`config.mk`:
```
export PLATFORM = sky130hd
export DESIGN_NAME = bccf_flags
export DESIGN_NICKNAME = d
export VERILOG_FILES = /design/src/bccf_pkg.sv /design/src/bccf_cmp_if.sv /design/src/bccf_cmp.sv /design/src/bccf_flags.sv
export SDC_FILE = /design/constraint.sdc
export NUM_CORES = 1
export LEC_CHECK = 0
export BUFFER_PORTS_ARGS = -buffer_cell sky130_fd_sc_hd__buf_4
export CORE_ASPECT_RATIO = 1.25
export CORE_MARGIN = 2
export CORE_UTILIZATION = 38
export CTS_CLUSTER_DIAMETER = 50
export DETAILED_ROUTE_END_ITERATION = 8
export PLACE_DENSITY = 0.82
export SYNTH_ARGS = -nofsm -noshare
export SYNTH_HDL_FRONTEND = slang
export SYNTH_SLANG_ARGS = --single-unit
```
`constraint.sdc`:
```
create_clock -name CLK -period 2.4 [get_ports CLK]
set_input_delay 0.24 -clock CLK [delete_from_list [all_inputs] [get_ports CLK]]
set_output_delay 0.24 -clock CLK [all_outputs]
set_load 0.01 [all_outputs]
```
`src/bccf_pkg.sv`:
```
// shared constants and types of the condition flag block
// assumes a 32-bit apb slave and a 16-bit instruction parameter word
package bccf_pkg;

	// register index as printed, byte address is four times the index
	localparam logic [11:0] FLAG_REG_INDEX = 12'h0037;
	localparam logic [11:0] FLAG_REG_ADDR = 12'h00DC;

	// field layout of an update word (host write and flag-update parameter)
	localparam int UPD_SET_LSB = 0;
	localparam int UPD_CLR_LSB = 8;
	localparam int GP_COUNT = 8;

	// flag positions inside the general flag byte
	localparam int LESS_FLAG_POS = 0;
	localparam int EQUAL_FLAG_POS = 1;

	// condition field layout
	localparam int COND_INVERT_POS = 4;

	// reset values
	localparam logic [7:0] FLAGS_RESET = 8'h00;
	localparam logic [15:0] RDATA_RESET = 16'h0000;

	// instruction kinds seen by this block
	typedef enum logic [1:0] {
		OP_OTHER = 2'b00,
		OP_MSG_CMP = 2'b01,
		OP_FRAME_CMP = 2'b10,
		OP_FLAG_UPD = 2'b11
	} bccf_op_t;

	// whole state of the top module
	typedef struct packed {
		logic [7:0] flags;
		logic [15:0] rdata;
		logic ack;
		logic err;
	} bccf_state_t;

	// set bits 7:0, clear bits 15:8, both set means toggle
	function automatic logic [7:0] bccf_apply(input logic [7:0] cur, input logic [15:0] w);
		logic [7:0] s;
		logic [7:0] c;
		s = w[UPD_SET_LSB +: GP_COUNT];
		c = w[UPD_CLR_LSB +: GP_COUNT];
		return (cur & ~(s | c)) | (s & ~c) | (s & c & ~cur);
	endfunction

endpackage

```
`src/bccf_cmp_if.sv`:
```
// carries a compare request and its result between top and comparator
// assumes both ends run on the same clock
`timescale 1ns/1ps
interface bccf_cmp_if;
	logic [15:0] param;
	logic [15:0] counter;
	logic less;
	logic equal;
	modport requester (output param, output counter, input less, input equal);
	modport comparator (input param, input counter, output less, output equal);
endinterface

```
`src/bccf_cmp.sv`:
```
// unsigned comparator of instruction parameter against a timer counter
// assumes the requester holds both operands for the cycle it samples
`timescale 1ns/1ps
module bccf_cmp (
	// compare request and result
	bccf_cmp_if.comparator cmp
);
	// ordering decides the less flag, not a fixed value
	assign cmp.less = cmp.param < cmp.counter;
	assign cmp.equal = cmp.param == cmp.counter;
endmodule

```
`src/bccf_flags.sv`:
```
// general condition flags, condition evaluation and the flag register
// assumes instruction inputs are synchronous to CLK and one cycle per op
//
// Implementation choices: the register addresses and register access over APB.
`timescale 1ns/1ps
// Behaviour
// - code one tests equal flag, inverted not-equal
// - message-timer compare sets flag one on equality
// - frame-timer compare sets flag one on equality
// - flag one updated by instruction or host
// - codes two to seven test flags two-seven
// - flags two-seven updated by instruction or host
// - low four bits select, bit four inverts
// - compare sets less flag when parameter below
// - host reads all sixteen codes at index
module bccf_flags #(
	parameter int ADDR_W = 12
) (
	// clock and reset
	input wire logic CLK,
	input wire logic RST,
	// apb slave
	input wire logic PSEL,
	input wire logic PENABLE,
	input wire logic PWRITE,
	input wire logic [ADDR_W-1:0] PADDR,
	input wire logic [31:0] PWDATA,
	output logic [31:0] PRDATA,
	output logic PREADY,
	output logic PSLVERR,
	// instruction execution
	input wire logic OP_EXEC,
	input wire bccf_pkg::bccf_op_t OP_KIND,
	input wire logic [15:0] OP_PARAM,
	input wire logic [4:0] OP_COND,
	// timer counters
	input wire logic [15:0] MSG_TIMER,
	input wire logic [15:0] FRAME_TIMER,
	// message result codes, kept elsewhere
	input wire logic [7:0] MSG_RESULT,
	// condition outcome and flag view
	output logic COND_MET,
	output logic [7:0] GP_FLAGS
);

	////////////////////////////////////////////////////////////////////////
	// state

	bccf_pkg::bccf_state_t s_q;
	bccf_pkg::bccf_state_t s_d;
	bccf_cmp_if cmp_if ();
	logic [15:0] codes;
	logic hit;
	logic wr_done;
	logic rd_done;
	logic is_cmp;

	// comparator sees the counter picked by the instruction kind
	assign cmp_if.param = OP_PARAM;
	assign cmp_if.counter = (OP_KIND == bccf_pkg::OP_FRAME_CMP) ? FRAME_TIMER : MSG_TIMER;

	bccf_cmp u_cmp (
		.cmp(cmp_if.comparator)
	);

	////////////////////////////////////////////////////////////////////////
	// decode

	assign codes = {MSG_RESULT, s_q.flags};
	assign hit = PADDR == bccf_pkg::FLAG_REG_ADDR[ADDR_W-1:0];
	assign wr_done = PSEL & PENABLE & s_q.ack & PWRITE;
	assign rd_done = PSEL & PENABLE & s_q.ack & ~PWRITE;
	assign is_cmp = OP_EXEC & ((OP_KIND == bccf_pkg::OP_MSG_CMP) |
		(OP_KIND == bccf_pkg::OP_FRAME_CMP));

	// condition test; result codes 8..15 come from the message logic
	assign COND_MET = codes[OP_COND[3:0]] ^ OP_COND[bccf_pkg::COND_INVERT_POS];

	// apb answer: one wait state so read data comes from a flip-flop
	assign PREADY = PSEL & PENABLE & s_q.ack;
	assign PSLVERR = PREADY & s_q.err;
	assign PRDATA = {16'h0000, s_q.rdata};
	assign GP_FLAGS = s_q.flags;

	////////////////////////////////////////////////////////////////////////
	// next state

	always_comb begin
		s_d = s_q;
		s_d.ack = PSEL & PENABLE & ~s_q.ack;
		if (PSEL & PENABLE & ~s_q.ack) begin
			s_d.err = ~hit;
			// read-only view of all sixteen codes
			s_d.rdata = (hit & ~PWRITE) ? codes : bccf_pkg::RDATA_RESET;
		end
		// host write lands first so that an instruction in the same cycle wins
		if (wr_done & ~s_q.err) begin
			s_d.flags = bccf_pkg::bccf_apply(s_d.flags, PWDATA[15:0]);
		end
		if (OP_EXEC & (OP_KIND == bccf_pkg::OP_FLAG_UPD)) begin
			s_d.flags = bccf_pkg::bccf_apply(s_d.flags, OP_PARAM);
		end
		// both compare flags move in one cycle; flags two-seven untouched
		if (is_cmp) begin
			s_d.flags[bccf_pkg::LESS_FLAG_POS] = cmp_if.less;
			s_d.flags[bccf_pkg::EQUAL_FLAG_POS] = cmp_if.equal;
		end
		if (rd_done) begin
			s_d.rdata = bccf_pkg::RDATA_RESET;
		end
	end

	always_ff @(posedge CLK) begin
		if (RST) begin
			s_q <= '{flags: bccf_pkg::FLAGS_RESET, rdata: bccf_pkg::RDATA_RESET,
				ack: 1'b0, err: 1'b0};
		end else begin
			s_q <= s_d;
		end
	end
endmodule

```
# Yosys cells after proc, flatten, opt, wreduce, memory -nomap -nowiden
# Cells that the tools add are included.
# word_totals
ff_bits	26
output_inout_bits	43
# op_classes
n_mux	7
eq_ne	5
reduce_logical	1
bitwise	36
n_lt_le_gt_ge	2
# ops
cell	n
8-bit AND	8
8-bit NOT	6
8-bit OR	6
16-bit 2-to-1 mux	2
16-bit equality test	1
16-bit < comparator	1
8-bit 2-to-1 mux	2
12-bit by 8-bit equality test with 1-bit output, second input constant	1
1-bit AND	10
4-bit by 5-bit < comparator with 1-bit output, second input constant	1
1-bit binary-select mux with 4-bit select	1
2-bit equality test, second input constant	2
1-bit NOT	4
2-bit by 1-bit equality test with 1-bit output, second input constant	1
2-bit 2-to-1 mux	1
2-bit OR reduction	1
1-bit 2-to-1 mux	1
1-bit OR	1
1-bit XOR	1

# Depth between registers and ports, before layout
# Gate-level depths: netlist (run 1).
# depth
word_depth	11
mapped_depth	10
depth_no_buf	8

# Cells and area by module
# Synthesis (run 1) repeated with hierarchy kept, for this count alone.
# hier_totals
hier_cells	267
area_unflattened_um2	2258.4
# by_module_without_submodules
mod	area_per_inst_um2	cells_each	instances	seq_area_each_um2
bccf_flags	1859.3	211	1	520.5
bccf_cmp	399.1	56	1	0.0

# Worst setup path before layout (run 1)
# No wires, ideal clock.
# synth_path
path_kind	in2reg
startpoint	input OP_KIND[0]
endpoint	register s_q (netlist bit GP_FLAGS[0])
path_buffers	2
arrival_time_ps	2209
required_time_ps	2283
cell_stages	9
setup_slack_ps	73
cell_sequence	inv_1 ha_1 clkbuf_1 buf_2 mux2i_1 ha_1 nand4_1 a2111o_1 a32o_1
# synth_between
elab_chain_len	4
word_cells_on_any_way	10
cone_classes	1 x order compare; 3 x eq/ne; 3 x mux; 3 x bitwise
# synth_lines
item	line	source
start, declared	bccf_flags.sv:33	input wire bccf_pkg::bccf_op_t OP_KIND,
2-bit equality test (tied with other cells)	bccf_flags.sv:60, bccf_flags.sv:74	
16-bit 2-to-1 mux (tied with other cells)	bccf_flags.sv:60	assign cmp_if.counter = (OP_KIND == bccf_pkg::OP_FRAME_CMP) ? FRAME_TIMER : MSG_TIMER;
16-bit < comparator (tied with other cells)	bccf_cmp.sv:9	assign cmp.less = cmp.param < cmp.counter;
2-bit 2-to-1 mux (*)	bccf_flags.sv:104	if (is_cmp) begin
end signal, assigned	bccf_flags.sv:115	s_q <= '{flags: bccf_pkg::FLAGS_RESET, rdata: bccf_pkg::RDATA_RESET,
end, declared	bccf_flags.sv:49	bccf_pkg::bccf_state_t s_q;
# Mark *: on every way between the ends. The rest lies on a longest branch, timed or not.
# A chain may end at the register's enable or synchronous reset.

# Final worst setup path (run 1)
# layout_path
startpoint	register s_q (netlist bit GP_FLAGS[0])
endpoint	output COND_MET
# layout_between
elab_chain_len	3
# layout_lines
item	line	source
1-bit binary-select mux with 4-bit select	bccf_flags.sv:77	assign COND_MET = codes[OP_COND[3:0]] ^ OP_COND[bccf_pkg::COND_INVERT_POS];
1-bit 2-to-1 mux (not written as such)	bccf_flags.sv:77	
1-bit XOR	bccf_flags.sv:77	
end, declared	bccf_flags.sv:42	output logic COND_MET,
# No other way between the ends. The select of a mux whose other input is x is not followed.

==> results of run 1 <==
==> report_power, final <==
| group | internal [mW] | switching (mW) | leakage [nW] |
|---|---|---|---|
| Clock | 0.146 | 0.131 | 0.0288 |
| Combinational | 0.198 | 0.146 | 1.20 |
| Sequential | 0.439 | 0.0119 | 0.210 |
==> synthesized netlist by cell type (5+ instances only) <==
cell type / number
sky130_fd_sc_hd__buf_4: 42
sky130_fd_sc_hd__ha_1: 18
sky130_fd_sc_hd__mux4_2: 5
sky130_fd_sc_hd__a21o_1: 6
sky130_fd_sc_hd__a22oi_1: 16
sky130_fd_sc_hd__mux2i_1: 24
sky130_fd_sc_hd__nor2_1: 23
sky130_fd_sc_hd__nand2_1: 5
sky130_fd_sc_hd__nand3b_1: 8
sky130_fd_sc_hd__a21oi_1: 7
sky130_fd_sc_hd__a31oi_1: 13
sky130_fd_sc_hd__clkbuf_1: 6
sky130_fd_sc_hd__dfxtp_1: 26
==> layout make-up <==
class | instances | share of cell area (%)
flip-flops and latches | 26 | 17.2
well taps | 66 | 2.73
clock buffers | 4 | 1.82
inverters | 3 | 0.372
multi-input cells | 183 | 46.0
repair buffers | 127 | 31.9
==> metal layers <==
| layer | routed length (um) | track usage [%] | vias up |
|---|---|---|---|
| li1 | - | - | 1053 |
| met5 | 0 | 0 | - |
| met2 | 3060 | 33.8 | 112 |
| met1 | 2240 | 20.4 | 976 |
| met3 | 539 | 2.37 | 6 |
| met4 | 53 | 3.95 | 0 |
==> worst reg2reg max path, stage by stage, from the launching register on <==
cell                       delay [ps]
sky130_fd_sc_hd__dfxtp_1          330
sky130_fd_sc_hd__nand3b_1         600
sky130_fd_sc_hd__a31oi_1          390
sky130_fd_sc_hd__a21oi_1           70
sky130_fd_sc_hd__nor2_1           100
==> registers in the layout, summed over array words and instances, names as in the netlist <==
name,count
PRDATA,16
GP_FLAGS,8
s_q,2
==> placed cells by master (no fill, tap or decap), types with 2 or more instances in the layout <==
| cell | n |
|---|---|
| sky130_fd_sc_hd__ha_1 | 18 |
| sky130_fd_sc_hd__nand4_1 | 4 |
| sky130_fd_sc_hd__nand2b_1 | 4 |
| sky130_fd_sc_hd__nand3_1 | 4 |
| sky130_fd_sc_hd__nor4bb_1 | 3 |
| sky130_fd_sc_hd__nand3b_1 | 8 |
| sky130_fd_sc_hd__a211oi_1 | 4 |
| sky130_fd_sc_hd__a22oi_1 | 16 |
| sky130_fd_sc_hd__clkbuf_8 | 4 |
| sky130_fd_sc_hd__inv_1 | 2 |
| sky130_fd_sc_hd__a31oi_1 | 13 |
| sky130_fd_sc_hd__and2_1 | 2 |
| sky130_fd_sc_hd__o21ai_0 | 3 |
| sky130_fd_sc_hd__dfxtp_1 | 26 |
| sky130_fd_sc_hd__a21oi_1 | 7 |
| sky130_fd_sc_hd__mux2i_1 | 24 |
| sky130_fd_sc_hd__conb_1 | 16 |
| sky130_fd_sc_hd__nor2_1 | 23 |
| sky130_fd_sc_hd__mux4_2 | 5 |
| sky130_fd_sc_hd__nand2_1 | 5 |
| sky130_fd_sc_hd__buf_4 | 126 |
| sky130_fd_sc_hd__a21o_1 | 6 |
| sky130_fd_sc_hd__nor2b_1 | 2 |
==> per-stage QoR <==
stage	hold slack [ps]	power, mW	cell area [um^2]	worst slack, ps	instances
6_report	224	1.07	3030	443	409
5_1_grt	239	1.13	3030	335	409
4_1_cts	221	1.08	3030	423	409
3_5_place_dp	503	0.805	2970	172	405
3_3_place_gp	487	0.799	2970	217	405
2_1_floorplan	388	0.645	2270	73.1	262
==> how the worst max path moves through the flow <==
stage,start,end,slack [ps],cells after the start
6_report,GP_FLAGS[0],COND_MET,440,5
2_1_floorplan,OP_KIND[0],GP_FLAGS[0],70,9
5_1_grt,GP_FLAGS[0],COND_MET,330,5
3_5_place_dp,OP_KIND[0],GP_FLAGS[0],170,9
4_1_cts,GP_FLAGS[0],COND_MET,420,5
3_3_place_gp,OP_KIND[0],GP_FLAGS[0],220,9
==> cell families (layout without fill, tap and decap cells) <==
| family | count (synthesis) | after routing | share of synthesized area [%] |
|---|---|---|---|
| other | 1 | 16 | 0.169 |
| AO/OA/AOI/OAI | 56 | 56 | 17.5 |
| flip-flops | 26 | 26 | 23.5 |
| XOR/XNOR | 1 | 1 | 0.396 |
| buffers and inverters | 53 | 134 | 16.2 |
| adder cells (fa/ha/maj) | 18 | 18 | 10.2 |
| multiplexers | 30 | 30 | 16.4 |
| AND/OR/NAND/NOR | 62 | 62 | 15.6 |
==> flow_metrics.tcl, run 1 <==
set metrics [dict create \
    hold_class "in2reg" \
    hold_violations 0 \
    wl_per_cell_um 14.4 \
    reg2reg_to "s_q[0]" \
    port_buffers 123 \
    worst_path_most_repeated_cell "sky130_fd_sc_hd__mux2i_1" \
    final_estimated_routing_congestion_in_global_placement 0.837 \
    post-route-util_pct 53.1 \
    ioPinCount 156 \
    crit_family "multiplexers" \
    remaining_drc_errors 0 \
    grt_max_degree 20 \
    post_cts_resized 0 \
    syn-cell-area_um2 2210 \
    required_ps 2160 \
    path_class "reg2out" \
    cts_inserted_buffers 3 \
    synthDominantCellAreaShare_pct 23.5 \
    ys_seq_area_share_pct 23.5 \
    row_count 31 \
    run_status "completed" \
    clock_skew_ps 2.79 \
    number_of_filler_cells_placed_in_the_layout 564 \
    synth_async_sr_flop_share_pct 0 \
    fp.dieH_um 89.4 \
    setup.worst_path.start_class "flop" \
    grt-ovfl-total 0 \
    cts.repair_timing.setup_buffer_count 0 \
    detail_route.wirelength_mm 5.89 \
    critical_path.max_fanout 6 \
    timing.final.max_slew_violations 0 \
    area_growth_pct 36.7 \
    final_clock_period_utilization_by_the_worst_path_pct 81.5 \
    cp_slowest_cell "sky130_fd_sc_hd__mux4_2" \
    crit_buf_inv 1 \
    crit_chain "mux4_2 -> mux2i_1 -> mux2i_1 -> xor2_1 -> buf_4" \
    seq_area_um2 520 \
    synth_area_per_cell_um2 8.97 \
    detailroute.via_count 2147 \
    globalRouteTotalUtil_pct 17.6 \
    grt_pass1_wl_mm 9.11 \
    synth.ff_latch_count 26 \
    netlist-cell-type-count 42 \
    max_slew.worst_pin.slew_ps 771 \
    hold_endpoint "PRDATA[12]" \
    route.antenna.remaining_nets 0 \
    initial_core_util_pct 38.8 \
    design.final.nets 475 \
    post_synth_inst_count 247 \
    drt_iter0_drc 114 \
    timing.fmax_mhz 511 \
    postCtsHoldBufs 0 \
    clock-sinks 26 \
    ctsRootBufferMaster "sky130_fd_sc_hd__clkbuf_8" \
    timing.max_slew.rel_slack_pct 48.5 \
    die_area_um2 6460 \
    leakagePower_nw 1.44 \
    final.setup.tns_ps 0 \
    reg2reg_slack_ps 860 \
    vdd_ir_drop_max_mv 0.226 \
    setup.worst_path.end_class "output port" \
    hold_start "MSG_RESULT[4]" \
    hold_depth 3 \
    core_region_area_um2 5700 \
    r2r_start "s_q[1]" \
    route.detailed.vias_per_inst 5.25 \
    antenna_cells_inserted 0 \
    cpPeakStageDelay_ps 480 \
    min_clock_period_post_route_ps 1960 \
    synth-edff-count 0 \
    clkLatencyLatePin_ps 270 \
    rsz0062_at_grt "false" \
    dominantRegCellSynth "sky130_fd_sc_hd__dfxtp_1" \
    grt_antenna_before_repair 0 \
    crit_arrival_ps 1720 \
    grt_pass1_vias 2081 \
    final_layout_size_suffix_gt1_share_pct 40.5 \
    cts.clk_slew.worst_paths_ps 90 \
    cap_viol_max_count 0 \
    floorplan.die.width_um 72.3 \
    clk_path_buf_depth 2 \
    yosysWarningCount 0 \
    drt_pre_antenna_iters 4 \
    synth.top_cells.by_area "sky130_fd_sc_hd__dfxtp_1 24%, sky130_fd_sc_hd__buf_4 14%, sky130_fd_sc_hd__mux2i_1 11%, sky130_fd_sc_hd__ha_1 10%, sky130_fd_sc_hd__a22oi_1 5.4%" \
    r2r_cells 4 \
    cts_htree_levels 1 \
    tritoncts "yes" \
    powerDensity_nw_per_um2 354 \
    setup-violations-final 0 \
    area_of_combinational_cells_with_multiple_inputs_um2 1390 \
    dp_hpwl_mm 5.05 \
    synth.largest_area_cell "sky130_fd_sc_hd__dfxtp_1" \
]
No activity file was read; power rests on OpenSTA's default activity.
==> run 2: changes to the inputs <==
ABC_AREA = 1   (was default)
CORE_UTILIZATION = 39   (was 38)
clock period = 1.7 ns   (was 2.4 ns; I/O delays follow)
==> run 2 against run 1 <==
  * Clock power up 85%
  * Critical path depth up 7
  * Synthesized cell count rose by 41%
  * Power is 54% higher
  * Sequential share of layout area down 0.93 points
  * Non-clock buffer count fell by 1
  * Highest routed layer unchanged
==> flow_metrics.tcl, run 2 <==
set metrics [dict create \
    critical_path.max_fanout 14 \
    cts_htree_levels 1 \
    grt_antenna_before_repair 0 \
    timing.fmax_mhz 636 \
    die_area_um2 6730 \
    rsz0062_at_grt "false" \
    cts_inserted_buffers 3 \
    required_ps 1900 \
    hold_violations 0 \
    grt_max_degree 20 \
    top_usage_layer_grt "met2" \
    row_count 31 \
    clk_path_buf_depth 2 \
    port_buffers 123 \
    core_region_area_um2 5860 \
    floorplan.die.width_um 73.8 \
    synth.largest_area_cell "sky130_fd_sc_hd__dfxtp_1" \
    hold_depth 2 \
    design.final.nets 575 \
    wl_per_cell_um 12.2 \
    clkLatencyLatePin_ps 270 \
    cp_slowest_cell "sky130_fd_sc_hd__ha_1" \
    antenna_cells_inserted 0 \
    seq_area_um2 523 \
    remaining_drc_errors 0 \
    detailroute.via_count 2547 \
    synth_async_sr_flop_share_pct 0 \
    cpPeakStageDelay_ps 270 \
    setup-violations-final 0 \
    ctsRootBufferMaster "sky130_fd_sc_hd__clkbuf_8" \
    synth.ff_latch_count 26 \
    netlist-cell-type-count 29 \
    post_synth_inst_count 348 \
    power_after_layout_mw 1.65 \
    grt_pass1_wl_mm 10.4 \
    synth.top_cells.by_area "sky130_fd_sc_hd__dfxtp_1 22%, sky130_fd_sc_hd__nand2_1 14%, sky130_fd_sc_hd__buf_4 13%, sky130_fd_sc_hd__ha_1 9.5%, sky130_fd_sc_hd__mux2i_1 6.3%" \
    crit_arrival_ps 1780 \
    leading_cell_type_in_the_layout_fill_and_taps_excluded "sky130_fd_sc_hd__buf_4" \
    powerDensity_nw_per_um2 515 \
    detail_route.wirelength_mm 6.43 \
    run_status "completed" \
    met1_track_usage_gr_pct 21.1 \
    cts.clk_slew.worst_paths_ps 90 \
    cts.repair_timing.setup_buffer_count 0 \
    cap_viol_max_count 0 \
    globalRouteTotalUtil_pct 19.0 \
    worst_path_most_repeated_cell "sky130_fd_sc_hd__nand2_1" \
    most-common-layout-cells "125 x sky130_fd_sc_hd__buf_4, 86 x sky130_fd_sc_hd__nand2_1, 32 x sky130_fd_sc_hd__inv_1" \
    globalRouteMet3Util_pct 1.55 \
    max_slew.worst_pin.slew_ps 690 \
    leakagePower_nw 1.61 \
    detailed_place.area_um2 3130 \
    number_of_filler_cells_placed_in_the_layout 577 \
    syn-cell-area_um2 2370 \
    timing.final.max_slew_violations 0 \
    drt_pre_antenna_iters 4 \
    synth_area_per_cell_um2 6.82 \
    grt_pass1_vias 2449 \
    tritoncts "yes" \
    ys_seq_area_share_pct 21.9 \
    fp.dieH_um 91.2 \
    yosysWarningCount 0 \
    ioPinCount 156 \
    post_cts_resized 0 \
    timing.max_slew.rel_slack_pct 54.0 \
    initial_core_util_pct 40.5 \
    synth-edff-count 0 \
    largest_register_ff_count 16 \
    final_cell_area_um2 3210 \
    final_estimated_routing_congestion_in_global_placement 0.898 \
    grt-ovfl-total 0 \
    route.detailed.vias_per_inst 4.85 \
    dp_hpwl_mm 5.34 \
    synthMostInstantiatedCell "sky130_fd_sc_hd__nand2_1" \
    hold_ws_ps 88.2 \
    min_clock_period_post_route_ps 1570 \
    use_met2_pct 36.6 \
    area_of_combinational_cells_with_multiple_inputs_um2 1440 \
    synthTopCellsByCount "86 x sky130_fd_sc_hd__nand2_1, 40 x sky130_fd_sc_hd__buf_4, 32 x sky130_fd_sc_hd__inv_1" \
    clock-sinks 26 \
    synthDominantCellAreaShare_pct 21.9 \
    setup.worst_path.end_class "flop" \
    final_clock_period_utilization_by_the_worst_path_pct 92.4 \
    crit_chain "buf_4 -> inv_1 -> ha_2 -> buf_12 -> mux2i_1 -> ha_1 -> a21o_1 -> nor2_1 -> nand2_1 -> nand2_1 -> nand2_1 -> a21oi_1" \
    postCtsHoldBufs 0 \
    area_growth_pct 35.4 \
    setup.worst_path.start_class "input pin" \
    final_layout_size_suffix_gt1_share_pct 32.1 \
    drt_iter0_drc 115 \
    clock_skew_ps 1.52 \
    vdd_ir_drop_max_mv 0.294 \
    path_class "in2reg" \
    hold_class "in2reg" \
    dominantRegCellSynth "sky130_fd_sc_hd__dfxtp_1" \
    r2r_cells 4 \
    route.antenna.remaining_nets 0 \
]
run 2: worst max-delay path, delay by kind of cell:
kind,cells,cell delay (ps)
AO/OA/AOI/OAI,2,300
adder cells (fa/ha/maj),2,470
buffers and inverters,3,320
multiplexers,1,220
AND/OR/NAND/NOR,4,290
run 2: logic make-up (layout without fill, tap and decap cells):
kind of cell             count (synthesis)  in the layout  share of synthesized area, %
AND/OR/NAND/NOR                        158            158                          30.6
flip-flops                              26             26                          21.9
other                                    1             16                         0.158
multiplexers                            16             16                          6.80
buffers and inverters                   82            162                          20.2
AO/OA/AOI/OAI                           47             47                          10.9
adder cells (fa/ha/maj)                 18             18                          9.48
run 2: worst paths after layout:
kind              start          end  slack [ps]
max          OP_KIND[0]  GP_FLAGS[0]         130
min                 RST  GP_FLAGS[0]          90
max reg2reg      s_q[1]   PRDATA[10]         260
min reg2reg  PRDATA[13]   PRDATA[13]         470
run 2: through the flow:
stage | cells | util (%) | setup WS (ps) | setup TNS, ps
6_report | 525 | 54.9 | 129 | 0
5_1_grt | 525 | 54.9 | 0.113 | 0
4_1_cts | 525 | 54.7 | 64.8 | 0
3_5_place_dp | 521 | 53.5 | -180 | -303
3_3_place_gp | 521 | 53.5 | -147 | -247
2_1_floorplan | 363 | - | 10.8 | 0
run 2: final cells by class:
type	instances	area share, %
timing repair buffer	126	29.8
clock inverter	1	0.934
multi-input combinational	255	44.8
tap	82	3.19
clock buffer	3	1.28
sequential	26	16.3
inverter	32	3.74
run 2: power by group:
part	internal, mW	switching (mW)	leakage (nW)
clock	0.315	0.197	0.0357
combinational	0.264	0.242	1.36
sequential	0.621	0.0150	0.211
run 2: metal layers:
layer | wire length (um) | part of all wire (%)
met5 | 0 | 0
met4 | 87 | 1.4
met3 | 398 | 6.2
met2 | 3440 | 53
met1 | 2500 | 39
==> run 3: changes to the inputs <==
CORE_MARGIN = default   (was 2)
REMOVE_ABC_BUFFERS = 1   (was default)
==> run 3 against run 2 <==
  * Clock power rose by 1%
  * Global-route usage grew 0.23 points
  * Count of clock-buffer cells in the layout did not move
  * First-iteration DRC count is 22% lower
  * Combinational power barely moved
  * Flip-flop and latch count stayed put
  * Sequential power about the same
==> flow_metrics.tcl, run 3 (synthesis gave the netlist of run 2 again) <==
set metrics [dict create \
    run_status "completed" \
    clk_path_buf_depth 2 \
    route.detailed.vias_per_inst 4.98 \
    ioPinCount 156 \
    post_layout_nonfiller_instances 509 \
    hold_ws_ps 84.4 \
    final_estimated_routing_congestion_in_global_placement 0.930 \
    cts.clk_slew.worst_paths_ps 90 \
    ctsRootBufferMaster "sky130_fd_sc_hd__clkbuf_8" \
    area_growth_pct 34.4 \
    initial_core_util_pct 40.8 \
    hold_depth 2 \
    dp_hpwl_mm 5.30 \
    die_area_um2 6410 \
    hold_start "RST" \
    route.antenna.remaining_nets 0 \
    critical_path.max_fanout 14 \
    floorplan.die.width_um 71.8 \
    timing.max_slew.rel_slack_pct 55.1 \
    postCtsHoldBufs 0 \
    cpPeakStageDelay_ps 260 \
    remaining_drc_errors 0 \
    r2r_start "s_q[1]" \
    grt_max_degree 20 \
    powerDensity_nw_per_um2 520 \
    fp.dieH_um 89.2 \
    cp_slowest_cell "sky130_fd_sc_hd__ha_1" \
    final.setup.tns_ps 0 \
    cts_htree_levels 1 \
    grt_antenna_before_repair 0 \
    final_cell_area_um2 3190 \
    area_of_combinational_cells_with_multiple_inputs_um2 1440 \
    most-common-layout-cells "125 x sky130_fd_sc_hd__buf_4, 86 x sky130_fd_sc_hd__nand2_1, 32 x sky130_fd_sc_hd__inv_1" \
    largest_register_ff_count 16 \
    detailroute.via_count 2533 \
    detail_route.wirelength_mm 6.24 \
    cts_inserted_buffers 3 \
    cts.repair_timing.setup_buffer_count 0 \
    grt_pass1_wl_mm 9.88 \
    clock_skew_ps 4.05 \
    leading_cell_type_in_the_layout_fill_and_taps_excluded "sky130_fd_sc_hd__buf_4" \
    reg2reg_slack_ps 270 \
    path_class "in2reg" \
    cap_viol_max_count 0 \
    number_of_filler_cells_placed_in_the_layout 613 \
    clock-sinks 26 \
    hold_class "in2reg" \
    detailed_place.area_um2 3110 \
    clkLatencyLatePin_ps 270 \
    vdd_ir_drop_max_mv 0.276 \
    crit_arrival_ps 1780 \
    hold_endpoint "GP_FLAGS[1]" \
    grt_pass1_vias 2316 \
    crit_chain "buf_4 -> inv_1 -> ha_1 -> buf_12 -> mux2i_1 -> ha_1 -> nand2_1 -> nand2_1 -> nor2_1 -> nand3_1 -> nor2_1 -> nand2_1 -> a21oi_1" \
    setup-violations-final 0 \
    timing.final.max_slew_violations 0 \
    design.final.nets 575 \
    hold_violations 0 \
    max_slew.worst_pin.slew_ps 674 \
    wl_per_cell_um 12.3 \
    tritoncts "yes" \
    grt-ovfl-total 0 \
    post-route-util_pct 54.9 \
    drt_iter0_drc 90 \
    reg2reg_to "PRDATA[6]" \
    row_count 31 \
    port_buffers 123 \
    core_region_area_um2 5820 \
    worst_path_most_repeated_cell "sky130_fd_sc_hd__nand2_1" \
    globalRouteTotalUtil_pct 19.3 \
    setup.worst_path.start_class "input pin" \
    final_clock_period_utilization_by_the_worst_path_pct 92.5 \
    timing.fmax_mhz 636 \
    min_clock_period_post_route_ps 1570 \
    setup.worst_path.end_class "flop" \
    leakagePower_nw 1.61 \
    antenna_cells_inserted 0 \
    dpl.cell_count 505 \
    r2r_cells 4 \
    drt_pre_antenna_iters 7 \
    seq_area_um2 524 \
    final_layout_size_suffix_gt1_share_pct 32.1 \
    required_ps 1910 \
]
## run 3: per-layer routing
metal,wire length [um],GRT usage [%],vias to the layer above
met1,2410,21.0,1114
met3,451,2.48,8
met2,3280,38.8,117
li1,-,-,1294
met5,0,0,-
met4,96,4.99,0
## run 3: per-stage QoR
stage          worst slack [ps]  power [mW]
2_1_floorplan              -257       0.883
3_3_place_gp               -118        1.14
3_5_place_dp               -145        1.16
4_1_cts                    82.8        1.67
5_1_grt                  -0.100        1.76
6_report                    128        1.66
## run 3: how the worst max path moves through the flow
stage                           start  cells after the start          end  slack [ps]
after floorplan            OP_KIND[0]                      8  GP_FLAGS[1]        -260
after global routing      GP_FLAGS[0]                      9     COND_MET        -0.1
after detailed placement   OP_KIND[0]                     12  GP_FLAGS[0]        -150
final                      OP_KIND[0]                     13  GP_FLAGS[0]         130
after CTS                 GP_FLAGS[3]                      9     COND_MET          80
after global placement     OP_KIND[0]                     13  GP_FLAGS[0]        -120
## run 3: critical path: cells and delay by family
kind	cells	cell delay, ps
and+or+nand+nor	6	510
adders and majority gates	2	460
buffers and inverters	3	330
muxes	1	200
AOI/OAI and AO/OA	1	110
## run 3: what timing repair did
action                                  in CTS  in global routing
endpoints found under the setup margin       0                  2
resized for setup                            0                  4
hold endpoints to repair                     0                  0
## run 3: final cells by class
| class | count | area share [%] |
|---|---|---|
| multi-input cells | 255 | 45.0 |
| repair buffers | 126 | 30.0 |
| flip-flops and latches | 26 | 16.4 |
| inverters | 32 | 3.76 |
| well taps | 66 | 2.59 |
| clock buffers | 3 | 1.29 |
| clock inverters | 1 | 0.941 |
## run 3: where the power goes
group | switching, mW | total, mW | internal (mW)
clock network | 0.202 | 0.517 | 0.315
registers | 0.0145 | 0.636 | 0.621
logic | 0.241 | 0.507 | 0.266
total | 0.457 | 1.66 | 1.20
